`config.mk`:
```
export PLATFORM = sky130hd
export DESIGN_NAME = cec_top
export DESIGN_NICKNAME = d
export VERILOG_FILES = /design/src/cec_pkg.sv /design/src/cec_channel.sv /design/src/cec_top.sv
export VERILOG_INCLUDE_DIRS = /design/src
export SDC_FILE = /design/constraint.sdc
export NUM_CORES = 1
export LEC_CHECK = 0
export BUFFER_PORTS_ARGS = -buffer_cell sky130_fd_sc_hd__buf_2
export CORE_MARGIN = 1.5
export CORE_UTILIZATION = 50
export CTS_CLUSTER_SIZE = 25
export DETAILED_ROUTE_END_ITERATION = 12
export PLACE_DENSITY = 0.73
export SLEW_MARGIN = 15
export SYNTH_ARGS = -nofsm -noshare
export SYNTH_HDL_FRONTEND = slang
export SYNTH_HIERARCHICAL = 1
export SYNTH_SLANG_ARGS = --single-unit
```
`constraint.sdc`:
```
create_clock -name sys_clk -period 5.7 [get_ports sys_clk]
set_input_delay 0.285 -clock sys_clk [delete_from_list [all_inputs] [get_ports sys_clk]]
set_output_delay 0.285 -clock sys_clk [all_outputs]
set_load 0.02 [all_outputs]
```
`src/cec_consts.svh`:
```
// constants for the contact event counter: timing counts, codes and limits
// assumes a 25 MHz system clock; included by the package and every module except cec_server_model
//
// How it works
// (RL1) two inputs, each counted independently
// (RL2) sampling expiry copies live counters to saved
// (RL3) only latest saved value is reported
// (RL4) unchanged saved value suppresses the notification
// (RL5) sampling period 60 to 604800 seconds
// (RL6) activation code selects first, second or both
// (RL7) detection type low, high or both
// (RL8) debounce accepts level persisting beyond period
// (RL9) per input abnormal-time counter enable
// (RL10) push or observe communication mode
// (RL11) counting continues without uplink network
// (RL12) counting continues during transmission
// (RL13) notify after each sampling once observed
// (RL14) evaluation period attributes are ignored
// (RL15) reports never clear; explicit command clears
// (RL16) server observes each wanted counter
// (RL17) server uses one period for both inputs
// (RL18) millisecond and second ticks from clock
`ifndef CEC_CONSTS_SVH
`define CEC_CONSTS_SVH
`define CEC_CLK_HZ 25000000
`define CEC_MS_HZ 1000
`define CEC_MS_CYCLES (`CEC_CLK_HZ / `CEC_MS_HZ)
`define CEC_MS_PER_S 1000
`define CEC_SAMPLE_MIN_S 32'h0000003C
`define CEC_SAMPLE_MAX_S 32'h00093A80
`define CEC_DEB_MIN_MS 32'h0000000A
`define CEC_DEB_MAX_MS 32'h000927C0
`define CEC_ACT_FIRST 2'h1
`define CEC_ACT_SECOND 2'h2
`define CEC_ACT_BOTH 2'h3
`define CEC_DET_LOW 2'h0
`define CEC_DET_HIGH 2'h1
`define CEC_DET_BOTH 2'h2
`define CEC_NUM_INPUTS 2
`endif

```
`src/cec_pkg.sv`:
```
// types for the contact event counter
// assumes cec_consts.svh is on the include path
`default_nettype none
`include "cec_consts.svh"
package cec_pkg;
    typedef enum logic {CEC_MODE_OBSERVE, CEC_MODE_PUSH} cec_mode_t;
    typedef struct packed {
        logic [1:0] det_type;
        logic [31:0] debounce_ms;
        logic time_cnt_en;
        logic abnormal_level;
    } cec_chan_cfg_t;
    typedef struct packed {
        logic [31:0] events;
        logic [31:0] abnormal_s;
    } cec_counts_t;
endpackage
`default_nettype wire

```
`src/cec_channel.sv`:
```
// one contact channel: debounce, edge qualification, event and time counters
// assumes synchronous contact level and one-cycle ms/s tick enables
`timescale 1ns/1ps
`default_nettype none
`include "cec_consts.svh"
module cec_channel
    import cec_pkg::*;
#(
    parameter int CNT_W = 32
) (
    // clock and reset
    input wire logic sys_clk,
    input wire logic rst_n,
    // timebase
    input wire logic ms_tick,
    input wire logic s_tick,
    // control
    input wire logic active,
    input wire cec_chan_cfg_t cfg,
    input wire logic clear,
    // contact
    input wire logic contact,
    // results
    output logic level,
    output cec_counts_t counts
);
    logic stable_reg, stable_next;
    logic [31:0] deb_reg, deb_next;
    logic [CNT_W-1:0] ev_reg, ev_next;
    logic [CNT_W-1:0] tm_reg, tm_next;
    logic accept;
    always_comb begin
        stable_next = stable_reg;
        deb_next = deb_reg;
        ev_next = ev_reg;
        tm_next = tm_reg;
        accept = 1'b0;
        // restart the persistence timer whenever the level bounces back
        if (contact == stable_reg) begin
            deb_next = 32'h00000000;
        end else if (ms_tick) begin
            if (deb_reg >= cfg.debounce_ms) begin // RL8
                stable_next = contact;
                deb_next = 32'h00000000;
                accept = 1'b1;
            end else begin
                deb_next = deb_reg + 32'h00000001;
            end
        end
        if (accept && active) begin // RL1 RL11 RL12
            unique case (cfg.det_type) // RL7
                `CEC_DET_LOW: if (!contact) ev_next = ev_reg + CNT_W'(1);
                `CEC_DET_HIGH: if (contact) ev_next = ev_reg + CNT_W'(1);
                default: ev_next = ev_reg + CNT_W'(1);
            endcase
        end
        if (active && cfg.time_cnt_en && s_tick && stable_reg == cfg.abnormal_level) begin // RL9
            tm_next = tm_reg + CNT_W'(1);
        end
        if (clear) begin // RL15
            ev_next = '0;
            tm_next = '0;
        end
    end
    always_ff @(posedge sys_clk) begin
        if (!rst_n) begin
            stable_reg <= 1'b0;
            deb_reg <= 32'h00000000;
            ev_reg <= '0;
            tm_reg <= '0;
        end else begin
            stable_reg <= stable_next;
            deb_reg <= deb_next;
            ev_reg <= ev_next;
            tm_reg <= tm_next;
        end
    end
    assign level = stable_reg;
    assign counts.events = 32'(ev_reg);
    assign counts.abnormal_s = 32'(tm_reg);
endmodule
`default_nettype wire

```
`src/cec_top.sv`:
```
// contact event counter top: timebase, sampling period, snapshots, notify
// assumes configuration ports held stable by the management side
`timescale 1ns/1ps
`default_nettype none
`include "cec_consts.svh"
module cec_top
    import cec_pkg::*;
#(
    parameter int MS_CYCLES = `CEC_MS_CYCLES,
    parameter int MS_PER_S = `CEC_MS_PER_S
) (
    // clock and reset
    input wire logic sys_clk,
    input wire logic rst_n,
    // contacts
    input wire logic contact_input_first,
    input wire logic contact_input_second,
    // configuration
    input wire cec_mode_t comm_mode,
    input wire logic [31:0] sample_period_s,
    input wire logic [1:0] active_sel,
    input wire cec_chan_cfg_t cfg_first,
    input wire cec_chan_cfg_t cfg_second,
    input wire logic counters_clear,
    // observation
    input wire logic [3:0] observe_en,
    input wire logic [31:0] epmin_attr,
    input wire logic [31:0] epmax_attr,
    // results
    output logic [1:0] level_out,
    output cec_counts_t saved_first,
    output cec_counts_t saved_second,
    output logic [3:0] notify,
    output logic push_req,
    output logic sample_done
);
    // ------------------------------------------------------------
    // timebase
    // ------------------------------------------------------------
    logic [31:0] div_reg, div_next;
    logic [31:0] msc_reg, msc_next;
    logic ms_tick_reg, ms_tick_next, s_tick_reg, s_tick_next;
    always_comb begin
        div_next = div_reg + 32'h00000001;
        msc_next = msc_reg;
        ms_tick_next = 1'b0;
        s_tick_next = 1'b0;
        if (div_reg >= 32'(MS_CYCLES - 1)) begin // RL18
            div_next = 32'h00000000;
            ms_tick_next = 1'b1;
            msc_next = msc_reg + 32'h00000001;
            if (msc_reg >= 32'(MS_PER_S - 1)) begin
                msc_next = 32'h00000000;
                s_tick_next = 1'b1;
            end
        end
    end
    always_ff @(posedge sys_clk) begin
        if (!rst_n) begin
            div_reg <= 32'h00000000;
            msc_reg <= 32'h00000000;
            ms_tick_reg <= 1'b0;
            s_tick_reg <= 1'b0;
        end else begin
            div_reg <= div_next;
            msc_reg <= msc_next;
            ms_tick_reg <= ms_tick_next;
            s_tick_reg <= s_tick_next;
        end
    end
    // ------------------------------------------------------------
    // channels
    // ------------------------------------------------------------
    logic [1:0] act;
    logic [1:0] contact_in;
    logic [1:0] lvl;
    cec_counts_t live [2];
    cec_chan_cfg_t cfgs [2];
    assign act[0] = (active_sel == `CEC_ACT_FIRST) || (active_sel == `CEC_ACT_BOTH); // RL6
    assign act[1] = (active_sel == `CEC_ACT_SECOND) || (active_sel == `CEC_ACT_BOTH); // RL6
    assign contact_in = {contact_input_second, contact_input_first};
    assign cfgs[0] = cfg_first;
    assign cfgs[1] = cfg_second;
    genvar gi;
    generate
        for (gi = 0; gi < `CEC_NUM_INPUTS; gi++) begin : g_ch
            cec_channel #(.CNT_W(32)) u_ch (
                .sys_clk(sys_clk),
                .rst_n(rst_n),
                .ms_tick(ms_tick_reg),
                .s_tick(s_tick_reg),
                .active(act[gi]),
                .cfg(cfgs[gi]),
                .clear(counters_clear),
                .contact(contact_in[gi]),
                .level(lvl[gi]),
                .counts(live[gi])
            );
        end
    endgenerate
    // ------------------------------------------------------------
    // sampling period
    // ------------------------------------------------------------
    logic [31:0] per_reg, per_next;
    logic [31:0] period_lim;
    logic expire;
    always_comb begin
        // clamp keeps a bad write within the legal range
        period_lim = sample_period_s; // RL5 RL17
        if (sample_period_s < `CEC_SAMPLE_MIN_S) period_lim = `CEC_SAMPLE_MIN_S;
        if (sample_period_s > `CEC_SAMPLE_MAX_S) period_lim = `CEC_SAMPLE_MAX_S;
        per_next = per_reg;
        expire = 1'b0;
        if (s_tick_reg) begin
            if (per_reg >= period_lim - 32'h00000001) begin // RL5
                per_next = 32'h00000000;
                expire = 1'b1;
            end else begin
                per_next = per_reg + 32'h00000001;
            end
        end
    end
    // ------------------------------------------------------------
    // snapshots and notifications
    // ------------------------------------------------------------
    cec_counts_t sv0_reg, sv0_next, sv1_reg, sv1_next;
    logic [3:0] notify_next, changed;
    logic push_next;
    logic [1:0] lvl_reg;
    logic done_reg;
    logic [31:0] ep_unused;
    always_comb begin
        sv0_next = sv0_reg;
        sv1_next = sv1_reg;
        changed = 4'h0;
        // evaluation period attributes do not reach any timing
        ep_unused = epmin_attr ^ epmax_attr; // RL14
        if (expire) begin
            if (act[0]) sv0_next = live[0]; // RL2
            if (act[1]) sv1_next = live[1]; // RL2
            changed[0] = sv0_next.events != sv0_reg.events; // RL4
            changed[1] = sv0_next.abnormal_s != sv0_reg.abnormal_s;
            changed[2] = sv1_next.events != sv1_reg.events;
            changed[3] = sv1_next.abnormal_s != sv1_reg.abnormal_s;
        end
        notify_next = 4'h0;
        push_next = 1'b0;
        if (comm_mode == CEC_MODE_OBSERVE) begin // RL10
            notify_next = changed & observe_en; // RL13 RL16
        end else begin
            push_next = |changed; // RL10
        end
    end
    always_ff @(posedge sys_clk) begin
        if (!rst_n) begin
            per_reg <= 32'h00000000;
            sv0_reg <= '0;
            sv1_reg <= '0;
            notify <= 4'h0;
            push_req <= 1'b0;
            lvl_reg <= 2'h0;
            done_reg <= 1'b0;
        end else begin
            per_reg <= per_next;
            sv0_reg <= sv0_next; // RL3
            sv1_reg <= sv1_next;
            notify <= notify_next;
            push_req <= push_next;
            lvl_reg <= lvl;
            done_reg <= expire;
        end
    end
    assign saved_first = sv0_reg;
    assign saved_second = sv1_reg;
    assign level_out = lvl_reg;
    assign sample_done = done_reg;
endmodule
`default_nettype wire

```
==> results of run 1 <==
-- kinds of logic (layout without fill, tap and decap cells) --
kind of cell,Yosys count,in the layout
and+or+nand+nor,1136,1136
DFF,428,428
AOI/OAI and AO/OA,319,319
xor gates and xnor gates,302,302
buffers and inverters,215,466
muxes,130,130
adders and majority gates,106,106
other,2,29
-- area by class of cell --
| class | instances | area share, % |
|---|---|---|
| sequential | 428 | 33.4 |
| clock inverter | 21 | 0.810 |
| inverter | 105 | 1.54 |
| timing repair buffer | 275 | 5.79 |
| multi-input combinational | 2022 | 50.3 |
| tap | 585 | 2.85 |
| clock buffer | 65 | 5.32 |
-- tightest hold or removal path, stage by stage --
cell,delay [ps]
buf_2,140
mux2i_1,120
nor2b_1,60
-- stage by stage --
stage                     cells  area, sq um
after global routing       3501        25700
after floorplan            2665        22300
after CTS                  3501        25600
after detailed placement   3409        24000
final                      3501        25700
after global placement     3409        24000
-- synthesized netlist by cell type, drive strengths merged, types with 7 or more instances --
cell type  instances
nand2            405
dfxtp            428
xor2             213
nor3              34
or4               37
o21a              13
or3               52
o31ai             34
clkbuf            77
a41oi              7
and4              23
nor4b             10
nor2b              8
a21oi            130
nand4             77
inv              105
a31oi             12
mux2i            130
buf               33
xnor2             89
nor2             244
and3              57
o21ai             82
nand3             89
nand2b            12
nor4              55
ha               106
and2              22
-- report_power, final --
group,internal (mW),total (mW),switching [mW]
Combinational,0.0689,0.202,0.133
Clock,1.81,3.07,1.26
Sequential,3.00,3.01,0.00619
-- per-layer routing --
layer  vias up  routed length, microns  global-route usage (%)
met5         -                       0                       0
met4         0                    1510                    8.84
met3        96                    2590                    3.37
met2       440                   25900                    39.9
met1      9007                   24300                    30.1
li1       9583                       -                       -
-- worst min-delay path by stage --
stage                                       from                              end  cells after the start
final                       contact_input_second  g_ch[1].u_ch/level$_SDFFE_PN0P_                      3
after global routing        contact_input_second  g_ch[1].u_ch/level$_SDFFE_PN0P_                      3
after CTS                   contact_input_second  g_ch[1].u_ch/level$_SDFFE_PN0P_                      3
after detailed placement  div_reg[14]$_SDFF_PP0_           div_reg[14]$_SDFF_PP0_                      2
after global placement    div_reg[14]$_SDFF_PP0_           div_reg[14]$_SDFF_PP0_                      2
after floorplan                        comm_mode             notify[0]$_SDFF_PP0_                      1
==> reports/results.tsv, run 1 <==
stage	metric	value	unit
run_status	status	finished clean	
floorplan	io_pins	316	
global_route	antenna_found_initial	0	
clocking	numCtsBuffers	47	
final_layout	layout_commonest_cell	dfxtp_1	
pwr	ir_drop	0.000198	V
synthesis	ys_seq_elements	428	
clocking	cts.repair.resized	0	
sta	rsz0062_at_grt	false	
final_layout	register_area	8570	sq um
placed_design	dp_slack	329	ps
critical_path	cpMostUsedCell	nand2_1	
final_layout	diodes	0	
critical_path	critPathSlowestCell	nor3b_1	
critical_path	reg2reg_depth	11	
global_route	grt_pass1_vias	18200	
synthesis	synth-xor-area-share	11.9	%
final_layout	post-route-util	59.0	%
routing	drtIter0Drc	1065	
routing	viasPerCell	5.46	
sta	worst_slew_pin_slew	1070	ps
clocking	cts_max_level	2	
synthesis	synth_cells	2638	
critical_path	cp_top_family	simple AND/OR/NAND/NOR gates	
clocking	cts_sinks	428	
critical_path	crit_start	sample_period_s[13]	
sta	clock_skew	21.7	ps
routing	wirelength	54.3	mm
placed_design	portBuffers	251	
synthesis	synthFlopType	dfxtp_1	
sta	hold_slack	87.4	ps
sta	drv_slew	0	
pwr	design_power_total	6.28	mW
synthesis	yosysTopAreaCellShare	38.6	%
critical_path	r2r_end	notify[3]$_SDFF_PP0_	
pwr	p_leak	10.6	nW
floorplan	core	43500	sq um
critical_path	crit_cells	21	
critical_path	crit_required	6220	ps
clocking	cts_setup_buffers	0	
sta	tns	0	ps
synthesis	synth_area_leaders	dfxtp_1 39%, xor2_1 8.4%, nand2_1 6.9%, ha_1 6.0%, mux2i_1 5.9%	
floorplan	rows	76	
global_route	overflow	0	
synthesis	synth.yosys.warnings	6	
final_layout	final_cell_mix	428 x dfxtp_1, 405 x nand2_1, 250 x buf_2, 242 x nor2_1, 213 x xor2_1	
final_layout	nets	3165	
synthesis	async_reset_ff_share	0	%
synthesis	netlist_area	22200	sq um
sta	period_minus_slack	5160	ps
clocking	hold_buffers	6	
final_layout	fillerInstances	3861	
routing	post_drt_wl_per_cell	15.5	microns
global_route	grt_pass1_wl	88.0	mm
synthesis	yosysTopAreaCell	dfxtp_1	
clocking	clock-root-buffer	clkbuf_16	
sta	hold_viol_final	0	
synthesis	ys_seq_area_share	38.6	%
critical_path	crit_buf_inv	3	
clocking	path_clk_slew	60	ps
routing	drc	0	
synthesis	syn_area_per_cell	8.41	sq um
worst_hold_path	worstHoldPathType	input pin to flop	
sta	setup_slack	540	ps
routing	vias	19100	
synthesis	synth_edf_count	0	
clocking	insertion_delay	580	ps
critical_path	rrSetupSlack	2250	ps
floorplan	fp.dieH	214	microns
placed_design	gp_congestion	0.857	
critical_path	r2r-start	per_reg[0]$_SDFFE_PN0P_	
critical_path	crit_end	notify[3]$_SDFF_PP0_	
critical_path	critPathLaunchType	input pin	
floorplan	start_util	51.0	%
sta	max_freq	0.194	GHz
critical_path	endpoint_kind	flop	
critical_path	crit_type	input pin to flop	
placed_design	dp_hpwl	39.1	mm
clocking	clockBufferDepth	3	
final_layout	drive_gt1_share	12.8	%
clocking	cts_tree	done	
synthesis	synthMuxAreaShare	5.87	%
synthesis	synth.distinct_cells	63	
synthesis	synth_top_family_by_area	simple AND/OR/NAND/NOR gates	
critical_path	cpPeakStageDelay	850	ps
global_route	grt_usage	23.4	%
sta	max_slew_margin	28.8	%
pwr	powerDensity	245	nW/um^2
routing	antenna_left	0	
synthesis	yosys.area_share.simple	25.1	%
global_route	grt_max_degree	112	
critical_path	crit_path_cell_trace	buf_2, or4_4, or4_4, nor4_2, nor2_1, nand2_1, ha_1, nand3_1, nor2_1, xor2_1, nand2_1, ha_1, nand2_1, o21ai_0, a41oi_1, o31ai_1, a31oi_1, buf_4, nor3b_1, nor4b_1, dlygate4sd3_1	
floorplan	die_area	45600	sq um
synthesis	synth_fa_ha_area_share	5.98	%
routing	drt_pre_antenna_iters	5	
floorplan	fp.dieW	214	microns
critical_path	cp_max_fo	6	
sta	final_min_period_over_clock_period	90.5	%
final_layout	area_growth	15.6	%
job	max_cap_viol_count	0	
final_layout	multi_input_area	12900	sq um
synthesis	synth-compound-area-share	8.59	%
sta	setup_viol	0	
critical_path	cp.arrival	5680	ps
Note: power is estimated with default switching activity, not from simulation.
==> inputs of run 2 (changes only) <==
--- a/config.mk
+++ b/config.mk
@@ -12,6 +12,7 @@
 export CTS_CLUSTER_SIZE = 25
 export DETAILED_ROUTE_END_ITERATION = 12
 export PLACE_DENSITY = 0.73
+export REMOVE_ABC_BUFFERS = 1
 export SLEW_MARGIN = 15
 export SYNTH_ARGS = -nofsm -noshare
 export SYNTH_HDL_FRONTEND = slang
==> reports/results.tsv, run 2 (synthesis results as in run 1) <==
stage	metric	value	unit
floorplan	rows	76	
clocking	cts_setup_buffers	0	
run_status	status	finished clean	
routing	vias	19300	
sta	setup_slack	636	ps
sta	setup_viol	0	
floorplan	start_util	51.0	%
floorplan	io_pins	316	
placed_design	dp_slack	259	ps
pwr	ir_drop	0.000205	V
critical_path	endpoint_kind	flop	
routing	viasPerCell	5.51	
sta	hold_slack	96.8	ps
final_layout	drive_gt1_share	12.6	%
placed_design	portBuffers	251	
sta	rsz0062_at_grt	false	
clocking	cts_sinks	428	
sta	period_minus_slack	5060	ps
sta	worst_slew_pin_slew	969	ps
floorplan	fp.dieH	214	microns
clocking	path_clk_slew	60	ps
critical_path	cp.arrival	5570	ps
placed_design	dp_hpwl	39.5	mm
clocking	insertion_delay	570	ps
floorplan	die_area	45600	sq um
critical_path	crit_required	6200	ps
final_layout	final_cell_mix	428 x dfxtp_1, 405 x nand2_1, 250 x buf_2, 242 x nor2_1, 213 x xor2_1	
critical_path	rrSetupSlack	2250	ps
critical_path	crit_start	sample_period_s[13]	
clocking	numCtsBuffers	47	
global_route	grt_usage	23.6	%
sta	drv_slew	0	
worst_hold_path	whs_endpoint	g_ch[0].u_ch/level$_SDFFE_PN0P_	
critical_path	crit_type	input pin to flop	
global_route	antenna_found_initial	1	
sta	hold_viol_final	0	
routing	drc	0	
floorplan	core	43500	sq um
pwr	powerDensity	242	nW/um^2
clocking	clock-root-buffer	clkbuf_16	
sta	tns	0	ps
worst_hold_path	hold_depth	3	
pwr	design_power_total	6.19	mW
global_route	grt_pass1_wl	88.1	mm
final_layout	nets	3162	
worst_hold_path	hp-start	contact_input_first	
final_layout	diodes	0	
job	max_cap_viol_count	0	
worst_hold_path	worstHoldPathType	input pin to flop	
sta	max_freq	0.197	GHz
routing	drtIter0Drc	1164	
final_layout	layout_commonest_cell	dfxtp_1	
clocking	cts_tree	done	
global_route	grt_pass1_vias	18100	
pwr	p_leak	10.5	nW
final_layout	area_growth	15.4	%
sta	clock_skew	17.6	ps
final_layout	design_area	25600	sq um
placed_design	gp_congestion	0.910	
final_layout	fillerInstances	3787	
critical_path	r2r-start	g_ch[0].u_ch/deb_reg[0]$_SDFFE_PP0P_	
clocking	cts_max_level	2	
critical_path	reg2reg_depth	10	
routing	wirelength	54.6	mm
global_route	overflow	0	
routing	drt_pre_antenna_iters	5	
floorplan	fp.dieW	214	microns
routing	antenna_left	0	
sta	max_slew_margin	35.1	%
critical_path	r2r_end	g_ch[0].u_ch/deb_reg[0]$_SDFFE_PP0P_	
routing	post_drt_wl_per_cell	15.6	microns
placed_design	placed_area	24000	sq um
critical_path	cp_max_fo	6	
clocking	clockBufferDepth	3	
global_route	grt_max_degree	208	
sta	final_min_period_over_clock_period	88.8	%
critical_path	critPathLaunchType	input pin	
run 2: cell count changes in the layout (fill, tap and decap cells not counted), moves of 2 or more:
| cell | previous run | this run |
|---|---|---|
| buf_4 | 16 | 12 |
| clkbuf_1 | 7 | 13 |
| clkinvlp_4 | 2 | 4 |
| clkinv_4 | 2 | 0 |
| clkinv_2 | 12 | 8 |
run 2: what timing repair did:
action | CTS | global route
endpoints found under the hold margin | 4 | 0
hold buffers | 6 | 0
setup endpoints to repair | 0 | 2
resized for setup | 0 | 1
run 2: worst max-delay path by stage:
stage                               endpoint  slack, ps  cells after the start
6_report                notify[0]$_SDFF_PP0_        640                     21
2_1_floorplan    saved_first[0]$_SDFFE_PN0P_      -2440                     18
4_1_cts                 notify[2]$_SDFF_PP0_        410                     21
5_1_grt                 notify[0]$_SDFF_PP0_        290                     21
3_3_place_gp   saved_second[62]$_SDFFE_PN0P_        330                     21
3_5_place_dp    saved_first[26]$_SDFFE_PN0P_        260                     21
run 2: per-stage QoR:
| stage | instances | utilization (%) |
|---|---|---|
| after CTS | 3498 | 58.9 |
| after detailed placement | 3406 | 55.2 |
| after global placement | 3406 | 55.2 |
| after global routing | 3498 | 58.9 |
| after floorplan | 2555 | - |
| final | 3498 | 58.9 |
run 2: routing by layer:
metal,share of wire [%],vias up,global-route usage [%]
met2,47,429,40.3
met5,0.024,-,0
li1,-,9617,-
met3,5.4,107,4.39
met4,3.2,2,9.03
met1,44,9110,29.4
run 2: critical path, cell delays in order:
cell	delay [ps]
buf_2	120
or4_4	560
or4_4	480
nor4_2	310
nor2_1	100
nand2_1	130
ha_1	190
nand3_1	170
nor2_1	160
xor2_1	170
nand2_1	70
ha_1	330
nand2_1	50
o21ai_0	240
a41oi_1	90
o31ai_1	280
a31oi_1	150
buf_4	200
nor3b_2	540
nor4b_1	320
dlygate4sd3_1	600
run 2: layout make-up:
cell class                      count  area (sq um)  area share (%)
Tap cell                          585           732            2.86
Sequential cell                   428          8570            33.5
Timing Repair Buffer              272          1480            5.76
Clock inverter                     15           139           0.542
Multi-Input combinational cell   2022         12900            50.5
Clock buffer                       71          1380            5.38
Inverter                          105           394            1.54
run 2: power breakdown:
group,leakage [nW],internal [mW],switching [mW]
clock network,0.738,1.76,1.22
registers,3.45,3.00,0.00637
logic,6.35,0.0686,0.133
total,10.5,4.83,1.36
==> inputs of run 3 (changes only) <==
--- a/config.mk
+++ b/config.mk
@@ -7,11 +7,13 @@
 export NUM_CORES = 1
 export LEC_CHECK = 0
 export BUFFER_PORTS_ARGS = -buffer_cell sky130_fd_sc_hd__buf_2
+export CELL_PAD_IN_SITES_DETAIL_PLACEMENT = 1
+export CELL_PAD_IN_SITES_GLOBAL_PLACEMENT = 2
 export CORE_MARGIN = 1.5
-export CORE_UTILIZATION = 50
+export CORE_UTILIZATION = 35
 export CTS_CLUSTER_SIZE = 25
 export DETAILED_ROUTE_END_ITERATION = 12
-export PLACE_DENSITY = 0.73
+export PLACE_DENSITY = 0.83
 export REMOVE_ABC_BUFFERS = 1
 export SLEW_MARGIN = 15
 export SYNTH_ARGS = -nofsm -noshare
==> reports/results.tsv, run 3 (synthesis results as in run 1) <==
stage	metric	value	unit
run_status	status	finished clean	
global_route	antenna_found_initial	0	
sta	rsz0062_at_grt	false	
sta	max_slew_margin	28.8	%
global_route	grt_usage	20.0	%
pwr	clkPwrFrac	49.5	%
floorplan	start_util	35.3	%
sta	clock_skew	26.6	ps
clocking	clock-root-buffer	clkbuf_16	
global_route	grt_pass1_vias	20100	
clocking	insertion_delay	610	ps
critical_path	r2r-start	g_ch[1].u_ch/deb_reg[0]$_SDFFE_PP0P_	
placed_design	gp_congestion	0.815	
critical_path	crit_type	input pin to flop	
critical_path	cp_max_fo	44	
sta	drv_slew	0	
critical_path	cp.arrival	5690	ps
clocking	numCtsBuffers	50	
sta	period_minus_slack	5180	ps
placed_design	dp_slack	-79.6	ps
placed_design	place_inst	3672	
critical_path	endpoint_kind	flop	
job	max_cap_viol_count	0	
routing	drt_pre_antenna_iters	4	
sta	final_min_period_over_clock_period	90.8	%
floorplan	core	62900	sq um
sta	hold_viol_final	0	
sta	worst_slew_pin_slew	1060	ps
clocking	cts_sinks	428	
pwr	p_int	4.90	mW
global_route	grt_pass1_wl	105	mm
sta	hold_slack	63.2	ps
global_route	overflow	0	
floorplan	io_pins	316	
floorplan	die_area	64900	sq um
pwr	powerDensity	244	nW/um^2
sta	max_freq	0.193	GHz
routing	viasPerCell	5.14	
routing	wirelength	65.5	mm
critical_path	critPathLaunchType	input pin	
routing	drtIter0Drc	730	
final_layout	layout_commonest_cell	dfxtp_1	
clocking	cts_max_level	2	
pwr	p_leak	10.6	nW
clocking	cts_tree	done	
pwr	p_seq_share	47.2	%
clocking	cts_setup_buffers	0	
final_layout	stdcell_count	3771	
floorplan	rows	92	
pwr	switching_share	23.1	%
routing	vias	19400	
floorplan	fp.dieW	255	microns
pwr	comb_power_share	3.3	%
final_layout	final_cell_mix	428 x dfxtp_1, 405 x nand2_1, 250 x buf_2, 242 x nor2_1, 213 x xor2_1	
final_layout	drive_gt1_share	12.9	%
pwr	ir_drop	0.000204	V
clocking	path_clk_slew	60	ps
worst_hold_path	hp-start	contact_input_second	
pwr	netSwitchingPower	1.47	mW
routing	antenna_left	0	
global_route	grt_max_degree	86	
critical_path	crit_required	6210	ps
sta	setup_slack	524	ps
clocking	clockBufferDepth	3	
worst_hold_path	worstHoldPathType	input pin to flop	
routing	post_drt_wl_per_cell	17.4	microns
routing	drc	0	
final_layout	nets	3173	
sta	setup_viol	0	
critical_path	crit_start	sample_period_s[13]	
placed_design	portBuffers	251	
floorplan	fp.dieH	255	microns
final_layout	area_growth	17.6	%
placed_design	dp_hpwl	48.9	mm
run 3: changes by cell type in the layout (fill, tap and decap cells not counted), moves of 3 or more:
cell / before / now
buf_4: 12 / 18
clkbuf_16: 47 / 50
dlygate4sd3_1: 6 / 9
clkinvlp_4: 4 / 0
run 3: through the flow:
step | utilization, % | instance area, sq um | power, mW | setup TNS (ps)
3_3_place_gp | 38.8 | 24400 | 3.27 | 0
4_1_cts | 41.5 | 26100 | 6.49 | 0
5_1_grt | 41.5 | 26100 | 6.62 | 0
6_report | 41.5 | 26100 | 6.37 | 0
3_5_place_dp | 38.8 | 24400 | 3.28 | -534
2_1_floorplan | - | 21800 | 3.16 | -311910
run 3: path summary, 6_finish.rpt:
check | cells after the start | to | slack, ps
worst max-delay path | 21 | saved_second[18]$_SDFFE_PN0P_ | 520
worst min register to register | 1 | div_reg[0]$_SDFF_PP0_ | 470
worst min-delay path | 3 | g_ch[1].u_ch/level$_SDFFE_PN0P_ | 60
worst max register to register | 10 | g_ch[1].u_ch/deb_reg[30]$_SDFFE_PP0P_ | 2190
run 3: area by class of cell:
type | instances | area [sq um]
fillers | 7572 | 36800
multi-input cells | 2022 | 12900
flip-flops and latches | 428 | 8570
repair buffers | 280 | 1530
clock buffers | 75 | 1480
well taps | 846 | 1060
inverters | 105 | 394
clock inverters | 14 | 143
diodes | 1 | 2.50
run 3: power groups by stage:
stage	combinational [mW]	clock (mW)	sequential, mW
after floorplan	0.0832	0	3.07
after global placement	0.200	0	3.07
after detailed placement	0.210	0	3.07
after CTS	0.214	3.26	3.01
after global routing	0.237	3.38	3.01
final	0.211	3.16	3.01
run 3: repair_timing:
item / CTS / global route
resized for setup: 0 / 1
setup endpoints to repair: 0 / 4
hold buffers: 9 / 0
hold endpoints to repair: 5 / 0
run 3: worst max-delay path: stages:
cell	delay (ps)
buf_2	120
or4_4	560
or4_4	480
nor4_2	300
nor2_1	110
nand2_1	110
ha_1	290
nand3_1	230
nor2_1	170
xor2_1	160
nand2_1	90
ha_1	310
nand2_1	50
o21ai_0	280
a41oi_1	90
o31ai_1	280
a31oi_1	150
buf_4	210
nor2_4	690
buf_12	400
mux2i_1	270
run 3: metal layers:
layer	track usage [%]	wire, microns	vias to the layer above
met4	5.55	1470	0
met3	3.61	2590	90
li1	-	-	9621
met5	0	0	-
met2	35.0	31800	255
met1	25.0	29700	9431
